--- src/icm_pkg.sv ---
// constants shared by the i2c master command engine
package icm_pkg;
    localparam logic [1:0] OP_WRITE = 2'h0;
    localparam logic [1:0] OP_READ = 2'h1;
    localparam logic [1:0] OP_STOP = 2'h2;
    localparam int CLK_PERIOD_NS = 8;
    localparam int SCL_FREQ_KHZ = 100;
    localparam int SCL_QUARTER_NS = 1000000 / (SCL_FREQ_KHZ * 4);
    localparam int QUARTER_CYC_INT = SCL_QUARTER_NS / CLK_PERIOD_NS;
    localparam logic [8:0] QUARTER_CYC = QUARTER_CYC_INT[8:0];
    localparam int MEM_DEPTH = 256;
    localparam int FIFO_DEPTH = 32;
    localparam int FIFO_WIDTH = 8;
    localparam logic [3:0] ACK_BIT_IDX = 4'h8;
    typedef enum logic [1:0] {ST_IDLE, ST_START, ST_BIT, ST_STOP} icm_state_t;
    typedef enum logic [1:0] {BY_ADDR, BY_TX, BY_RX} icm_kind_t;
endpackage : icm_pkg

--- src/icm_command_engine.sv ---
// i2c master command engine with receive fifo and data memory array
`timescale 1ns/100ps

module icm_rx_fifo #(
    parameter int WIDTH = 8,
    parameter int DEPTH = 32
) (
    input wire logic sys_clk,
    input wire logic nrst,
    input wire logic inValid,
    output logic inReady,
    input wire logic [WIDTH-1:0] inData,
    output logic outValid,
    input wire logic outReady,
    output logic [WIDTH-1:0] outData
);
    localparam int AW = $clog2(DEPTH);
    logic [WIDTH-1:0] store [0:DEPTH-1];
    logic [AW:0] wrPtr_r, wrPtr_nxt, rdPtr_r, rdPtr_nxt;
    logic full, empty;
    assign full = (wrPtr_r[AW] != rdPtr_r[AW]) && (wrPtr_r[AW-1:0] == rdPtr_r[AW-1:0]);
    assign empty = wrPtr_r == rdPtr_r;
    assign inReady = !full;
    assign outValid = !empty;
    assign outData = store[rdPtr_r[AW-1:0]];
    always_comb begin
        wrPtr_nxt = wrPtr_r;
        rdPtr_nxt = rdPtr_r;
        if (inValid && !full) begin
            wrPtr_nxt = wrPtr_r + 1'b1;
        end
        if (outReady && !empty) begin
            rdPtr_nxt = rdPtr_r + 1'b1;
        end
    end
    always_ff @(posedge sys_clk) begin
        if (!nrst) begin
            wrPtr_r <= '0;
            rdPtr_r <= '0;
        end else begin
            wrPtr_r <= wrPtr_nxt;
            rdPtr_r <= rdPtr_nxt;
        end
    end
    always_ff @(posedge sys_clk) begin
        if (inValid && !full) begin
            store[wrPtr_r[AW-1:0]] <= inData;
        end
    end
endmodule : icm_rx_fifo

module icm_command_engine (
    input wire logic sys_clk,
    input wire logic nrst,
    input wire logic cmdValid,
    input wire logic [1:0] cmdOp,
    input wire logic [6:0] target_address_operand,
    input wire logic [7:0] cmdStartIdx,
    input wire logic [8:0] cmdCount,
    output logic cmdReady,
    output logic busy,
    output logic ackOk,
    output logic busOpen,
    output logic doneStb,
    input wire logic memWrEn,
    input wire logic [7:0] memWrIdx,
    input wire logic [7:0] memWrData,
    input wire logic [7:0] memRdIdx,
    output logic [7:0] memRdData,
    input wire logic sclIn,
    output logic sclOut,
    output logic sclOe,
    input wire logic sdaIn,
    output logic sdaOut,
    output logic sdaOe
);
    import icm_pkg::*;
    logic [7:0] data_memory_array [0:MEM_DEPTH-1];
    logic [1:0] sclSync_r, sdaSync_r;
    icm_state_t state_r, state_nxt;
    icm_kind_t kind_r, kind_nxt;
    logic [1:0] phase_r, phase_nxt;
    logic [8:0] qcnt_r, qcnt_nxt;
    logic [3:0] bitIdx_r, bitIdx_nxt;
    logic [7:0] ptr_r, ptr_nxt, shift_r, shift_nxt;
    logic [8:0] remain_r, remain_nxt;
    logic isRead_r, isRead_nxt, nack_r, nack_nxt;
    logic ackOk_r, ackOk_nxt, busOpen_r, busOpen_nxt, done_r, done_nxt;
    logic sclHi_r, sclHi_nxt, sdaHi_r, sdaHi_nxt;
    logic [7:0] drainIdx_r, drainIdx_nxt, memRd_r;
    logic tick, advance, pushRx, fifoInReady, fifoOutValid, fifoOutReady;
    logic [7:0] fifoOutData;
    logic lastByte;
    // first stage feeds only the second stage
    always_ff @(posedge sys_clk) begin
        if (!nrst) begin
            sclSync_r <= 2'h3;
            sdaSync_r <= 2'h3;
        end else begin
            sclSync_r <= {sclSync_r[0], sclIn};
            sdaSync_r <= {sdaSync_r[0], sdaIn};
        end
    end
    icm_rx_fifo #(.WIDTH(FIFO_WIDTH), .DEPTH(FIFO_DEPTH)) rxFifo (
        .sys_clk(sys_clk),
        .nrst(nrst),
        .inValid(pushRx),
        .inReady(fifoInReady),
        .inData(shift_r),
        .outValid(fifoOutValid),
        .outReady(fifoOutReady),
        .outData(fifoOutData)
    );
    // software writes win the memory port; the fifo waits until memWrEn drops
    assign fifoOutReady = !memWrEn;
    assign busy = (state_r != ST_IDLE) || fifoOutValid;
    assign cmdReady = !busy;
    assign lastByte = remain_r == 9'h001;
    assign tick = qcnt_r == QUARTER_CYC - 9'h001;
    // a target holding the clock low stretches the high phase
    // a full fifo holds the clock low before the ack slot
    assign pushRx = tick && state_r == ST_BIT && kind_r == BY_RX && bitIdx_r == ACK_BIT_IDX && phase_r == 2'h0;
    assign advance = tick && !(phase_r == 2'h1 && !sclSync_r[1]) && !(pushRx && !fifoInReady);
    always_comb begin
        state_nxt = state_r;
        kind_nxt = kind_r;
        phase_nxt = phase_r;
        qcnt_nxt = (state_r == ST_IDLE || tick) ? 9'h000 : qcnt_r + 9'h001;
        bitIdx_nxt = bitIdx_r;
        ptr_nxt = ptr_r;
        shift_nxt = shift_r;
        remain_nxt = remain_r;
        isRead_nxt = isRead_r;
        nack_nxt = nack_r;
        ackOk_nxt = ackOk_r;
        busOpen_nxt = busOpen_r;
        done_nxt = 1'b0;
        drainIdx_nxt = drainIdx_r;
        if (fifoOutValid && fifoOutReady) begin
            drainIdx_nxt = drainIdx_r + 8'h01;
        end
        case (state_r)
            ST_IDLE: begin
                phase_nxt = 2'h0;
                if (cmdValid) begin
                    if (cmdOp == OP_STOP) begin
                        state_nxt = ST_STOP;
                    end else if (cmdOp == OP_WRITE || cmdOp == OP_READ) begin
                        state_nxt = ST_START;
                        isRead_nxt = cmdOp == OP_READ;
                        shift_nxt = {target_address_operand, cmdOp == OP_READ};
                        ptr_nxt = cmdStartIdx;
                        drainIdx_nxt = cmdStartIdx;
                        remain_nxt = cmdCount;
                        ackOk_nxt = 1'b0;
                    end
                end
            end
            ST_START: begin
                if (advance) begin
                    phase_nxt = phase_r + 2'h1;
                    if (phase_r == 2'h3) begin
                        state_nxt = ST_BIT;
                        kind_nxt = BY_ADDR;
                        bitIdx_nxt = 4'h0;
                        busOpen_nxt = 1'b1;
                    end
                end
            end
            ST_BIT: begin
                if (advance) begin
                    phase_nxt = phase_r + 2'h1;
                    if (phase_r == 2'h2) begin
                        if (bitIdx_r == ACK_BIT_IDX) begin
                            nack_nxt = sdaSync_r[1];
                        end else if (kind_r == BY_RX) begin
                            shift_nxt = {shift_r[6:0], sdaSync_r[1]};
                        end
                    end
                    if (phase_r == 2'h3) begin
                        bitIdx_nxt = bitIdx_r + 4'h1;
                        if (kind_r != BY_RX && bitIdx_r < 4'h7) begin
                            shift_nxt = {shift_r[6:0], 1'b1};
                        end
                        if (bitIdx_r == ACK_BIT_IDX) begin
                            bitIdx_nxt = 4'h0;
                            if (kind_r != BY_RX && nack_r) begin
                                state_nxt = ST_STOP;
                                ackOk_nxt = 1'b0;
                            end else if (kind_r == BY_RX) begin
                                ptr_nxt = ptr_r + 8'h01;
                                remain_nxt = remain_r - 9'h001;
                                if (lastByte) begin
                                    state_nxt = ST_STOP;
                                    ackOk_nxt = 1'b1;
                                end
                            end else begin
                                if (kind_r == BY_TX) begin
                                    ptr_nxt = ptr_r + 8'h01;
                                    remain_nxt = remain_r - 9'h001;
                                end
                                if ((kind_r == BY_TX && lastByte) || remain_r == 9'h000) begin
                                    state_nxt = ST_IDLE;
                                    ackOk_nxt = 1'b1;
                                    done_nxt = 1'b1;
                                end else if (isRead_r) begin
                                    kind_nxt = BY_RX;
                                    shift_nxt = 8'hff;
                                end else begin
                                    kind_nxt = BY_TX;
                                    shift_nxt = data_memory_array[kind_r == BY_TX ? ptr_r + 8'h01 : ptr_r];
                                end
                            end
                        end
                    end
                end
            end
            ST_STOP: begin
                if (advance) begin
                    phase_nxt = phase_r + 2'h1;
                    if (phase_r == 2'h3) begin
                        state_nxt = ST_IDLE;
                        busOpen_nxt = 1'b0;
                        done_nxt = 1'b1;
                    end
                end
            end
            default: begin
                state_nxt = ST_IDLE;
            end
        endcase
        // line levels follow the next phase so they come straight from flops
        case (state_nxt)
            ST_START: begin
                sclHi_nxt = phase_nxt == 2'h1 || phase_nxt == 2'h2;
                sdaHi_nxt = phase_nxt < 2'h2;
            end
            ST_BIT: begin
                sclHi_nxt = phase_nxt == 2'h1 || phase_nxt == 2'h2;
                if (bitIdx_nxt == ACK_BIT_IDX) begin
                    sdaHi_nxt = kind_nxt == BY_RX ? remain_nxt == 9'h001 : 1'b1;
                end else begin
                    sdaHi_nxt = kind_nxt == BY_RX ? 1'b1 : shift_nxt[7];
                end
            end
            ST_STOP: begin
                sclHi_nxt = phase_nxt != 2'h0;
                sdaHi_nxt = phase_nxt[1];
            end
            default: begin
                sclHi_nxt = !busOpen_nxt;
                sdaHi_nxt = !busOpen_nxt || sdaHi_r;
            end
        endcase
        // data waits a cycle after the clock falls, else targets may see a false start or stop
        if (sclHi_r && !sclHi_nxt) begin
            sdaHi_nxt = sdaHi_r;
        end
    end

    always_ff @(posedge sys_clk) begin
        if (!nrst) begin
            state_r <= ST_IDLE;
            kind_r <= BY_ADDR;
            phase_r <= 2'h0;
            qcnt_r <= 9'h000;
            bitIdx_r <= 4'h0;
            ptr_r <= 8'h00;
            shift_r <= 8'h00;
            remain_r <= 9'h000;
            isRead_r <= 1'b0;
            nack_r <= 1'b0;
            ackOk_r <= 1'b0;
            busOpen_r <= 1'b0;
            done_r <= 1'b0;
            sclHi_r <= 1'b1;
            sdaHi_r <= 1'b1;
            drainIdx_r <= 8'h00;
        end else begin
            state_r <= state_nxt;
            kind_r <= kind_nxt;
            phase_r <= phase_nxt;
            qcnt_r <= qcnt_nxt;
            bitIdx_r <= bitIdx_nxt;
            ptr_r <= ptr_nxt;
            shift_r <= shift_nxt;
            remain_r <= remain_nxt;
            isRead_r <= isRead_nxt;
            nack_r <= nack_nxt;
            ackOk_r <= ackOk_nxt;
            busOpen_r <= busOpen_nxt;
            done_r <= done_nxt;
            sclHi_r <= sclHi_nxt;
            sdaHi_r <= sdaHi_nxt;
            drainIdx_r <= drainIdx_nxt;
        end
    end

    // memory has no reset; contents are software's business
    always_ff @(posedge sys_clk) begin
        if (memWrEn) begin
            data_memory_array[memWrIdx] <= memWrData;
        end else if (fifoOutValid) begin
            data_memory_array[drainIdx_r] <= fifoOutData;
        end
        memRd_r <= data_memory_array[memRdIdx];
    end

    assign memRdData = memRd_r;
    assign ackOk = ackOk_r;
    assign busOpen = busOpen_r;
    assign doneStb = done_r;
    // open drain: only ever pull low
    assign sclOut = 1'b0;
    assign sdaOut = 1'b0;
    assign sclOe = !sclHi_r;
    assign sdaOe = !sdaHi_r;
endmodule : icm_command_engine

--- config.mk ---
export PLATFORM = sky130hd
export DESIGN_NAME = icm_command_engine
export DESIGN_NICKNAME = d
export VERILOG_FILES = /design/src/icm_pkg.sv /design/src/icm_command_engine.sv
export SDC_FILE = /design/constraint.sdc
export NUM_CORES = 2
export LEC_CHECK = 0
export BUFFER_PORTS_ARGS = -buffer_cell sky130_fd_sc_hd__buf_2
export CORE_UTILIZATION = 60
export DETAILED_ROUTE_END_ITERATION = 7
export PLACE_DENSITY_LB_ADDON = 0.25
export SLEW_MARGIN = 40
export SYNTH_ARGS = -nofsm -noshare
export SYNTH_HDL_FRONTEND = slang
export SYNTH_SLANG_ARGS = --single-unit
--- constraint.sdc ---
create_clock -name sys_clk -period 20.4 [get_ports sys_clk]
set_input_delay 4.08 -clock sys_clk [delete_from_list [all_inputs] [get_ports sys_clk]]
set_output_delay 4.08 -clock sys_clk [all_outputs]
set_load 0.02 [all_outputs]
==> summary.md <==
| Metric | Value |
|---|---|
| Placer congestion estimate | `0.933` |
| Placed Area | `119000 um2` |
| Max-cap violations | `0` |
| PD cells | `104 nW/um2` |
| Post-synthesis simple-gate area fraction | `3.89%` |
| Pin count of the biggest net entering global routing | `145` |
| Crit path time final | `8570 ps` |
| Crit path DAT | `9340 ps` |
| Most common cell in the netlist | `edfxtp_1` |
| Async S/R FF share, synth | `0%` |
| CP Launch Type | `input pin` |
| Combinational power share | `24.7%` |
| Max frequency | `0.117 GHz` |
| RSZ-0062 raised after global routing | `false` |
| CP Data Required Time | `21180 ps` |
| Relative slew slack | `32.8%` |
| # H-tree levels | `4` |
| Setup TNS | `0 ps` |
| Die footprint | `193000 um2` |
| Antenna violations before repair | `24` |
| DRC Markers | `0` |
| Xor-xnor portion of the synthesized cell area | `0.366%` |
| Net Sw Power | `4.04 mW` |
| RR Startpoint | `ptr_r[0]$_SDFFE_PN0P_` |
| Multiplexer area fraction after synthesis | `27.4%` |
| Worst-Margin Slew | `1010 ps` |
| Synth Warn # | `0` |
| CP Max Fanout | `86` |
| NumNets Final | `6426` |
| Synth area leader | `edfxtp_1` |
| Total CTS buffers | `234` |
| Hold Path Origin | `sclSync_r[0]$_SDFF_PN1_` |
| Synthesized area | `115000 um2` |
| Synth cell types | `90` |
| Avg WL per Cell | `39.0 um` |
| Hold Vio Cnt, Final | `0` |
| Post-cts hold buffer count | `0` |
| Final hold slack | `417 ps` |
| HP Class | `flip-flop to flip-flop` |
| Sw Share | `30.7%` |
| Int Pwr | `9.12 mW` |
| Share of cells above drive strength 1 | `32.5%` |
| IR drop worst, VDD | `0.000122 V` |
| # rows | `160` |
| Post-CTS Resized | `0` |
| Crit Path Class | `input pin to flip-flop` |
| Status | `finished, final reports clean` |
| WL final | `354000 um` |
| Num ports | `73` |
| Final period util | `42.0%` |
| Avg Inst Size Synth | `18.1 um2` |
| Die height | `440 um` |
| Final Cell Area | `127000 um2` |
| Die width | `440 um` |
| Final slew viol count | `0` |
| Core area | `190000 um2` |
| GRT Overall Usage | `36.8%` |
| CTS tree | `yes` |
| Clk_skew | `51.4 ps` |
| Flip-flop and latch count after synthesis | `2392` |
| First-pass GRT wire length | `501000 um` |
| Final setup vio count | `0` |
| Largest family of logic cells by synthesized area | `multiplexers` |
| Clock-pin slew on the worst setup and hold paths | `60 ps` |
| PortBufs | `70` |
| Ys flop type | `edfxtp_1` |
| Share of the synthesized area in the top cell type | `60.2%` |
| CTS sink cnt | `2392` |
| Area delta synth->final | `10.4%` |
| Lkg Pwr | `38.8 nW` |
| Global route overflow | `0` |
| Sequential share of power | `42.0%` |
| EDFF count, synth | `2304` |
| Synth Area in Compound Gates | `4.22%` |
| Clk buf depth | `3` |
| CP Launch Point | `memRdIdx[0]` |
| Vias in the first global route | `68.5k` |
| Sequential share of the synthesized area | `61.8%` |
| CP endpoint kind | `flip-flop` |
| Post-CTS Setup Bufs | `0` |
| Final antenna-violating net count | `0` |
| Worst-Skew Late Latency | `900 ps` |
| Clock root buffer | `clkbuf_16` |
| Commonest cells in the netlist | `edfxtp_1 (2304), mux4_2 (1183), mux2i_1 (451)` |
| Clock power frac | `33.3%` |
| Post-DP HPWL | `222000 um` |
| 1st-pass router iterations | `8` |
| Synth Instances | `6332` |
| Initial Utilization | `60.4%` |
| Ranking of synthesized cells by area | `edfxtp_1 (60%), mux4_2 (23%), mux2i_1 (3.9%)` |
| Post-synthesis adder-cell area fraction | `0.272%` |
| Vias post-DR | `69.9k` |
| Via/cell ratio | `7.70` |
| Number of DRC markers in iteration 0 | `11.3k` |
-- cell usage in the layout (no fill, tap or decap), types with 51 or more instances in the layout --
master and n:
buf_2 67, mux4_2 1183, clkinv_2 53, buf_4 147, dfxtp_1 83, a32oi_1 65, clkbuf_16 235, clkinv_1 51
a21oi_1 105, edfxtp_1 2304, nor2_1 159, nor2_2 218, mux2i_1 449, nand3_1 66, nand2_1 339, a22oi_1 195
-- critical path, stage by stage --
cell and delay [ps]:
buf_8 530, buf_4 730, buf_12 250, buf_16 370
buf_16 380, buf_6 550, mux4_2 410, mux4_2 530
mux4_2 600, mux4_2 510
-- final timing paths --
kind                        endpoint  slack, ps  cells after the start
min          sclSync_r[1]$_SDFF_PN1_        420                      1
max reg2reg  shift_r[5]$_SDFFE_PN0P_      12670                     13
min reg2reg  sclSync_r[1]$_SDFF_PN1_        420                      1
max             memRdData[6]$_DFF_P_      11830                     10
-- flip-flops by register name (all words and copies together), names as in the netlist, 4 cells and up, named ones only --
| register | flops |
|---|---|
| drainIdx_r | 8 |
| memRdData | 8 |
| rxFifo.rdPtr_r | 6 |
| shift_r | 8 |
| bitIdx_r | 4 |
| data_memory_array | 2048 |
| qcnt_r | 9 |
| remain_r | 9 |
| rxFifo.wrPtr_r | 6 |
| ptr_r | 8 |
| rxFifo.store | 256 |
-- stage by stage --
stage	setup WS [ps]	utilization, %	std cells	power [mW]
after floorplan	3350	-	6333	7.71
after global placement	11050	62.0	8603	8.66
after CTS	12030	66.5	9054	13.0
after global routing	11880	66.7	9068	13.4
after detailed placement	11100	62.4	8611	8.72
final	11830	66.7	9080	13.2
-- cell families after synthesis --
| kind of cell | Yosys count |
|---|---|
| other | 1 |
| AOI/OAI and AO/OA | 670 |
| and+or+nand+nor | 1009 |
| xor gates and xnor gates | 42 |
| adders and majority gates | 25 |
| DFF | 2392 |
| buffers and inverters | 534 |
| muxes | 1659 |
-- power groups by stage --
stage	Combinational, mW	Clock (mW)	Sequential [mW]
6_report	3.25	4.39	5.53
5_1_grt	3.30	4.56	5.53
4_1_cts	3.11	4.39	5.53
3_5_place_dp	3.09	0	5.63
3_3_place_gp	3.03	0	5.63
2_1_floorplan	2.03	0	5.68
-- final cells by class --
cell class	count	area (um2)
well taps	2511	3140
multi-input cells	3407	42400
clock buffers	281	6080
fillers	12166	63400
flip-flops and latches	2392	71000
inverters	34	130
diodes	17	42.5
repair buffers	276	2410
clock inverters	162	1670
-- layer usage --
| metal | vias to the layer above | track usage (%) | routed length [um] |
|---|---|---|---|
| li1 | 26842 | - | - |
| met4 | 16 | 18.3 | 20600 |
| met5 | - | 0 | 111 |
| met3 | 1096 | 13.1 | 53800 |
| met1 | 35941 | 48.8 | 120000 |
| met2 | 6045 | 54.4 | 160000 |
Note: power is estimated with default switching activity, not from simulation.
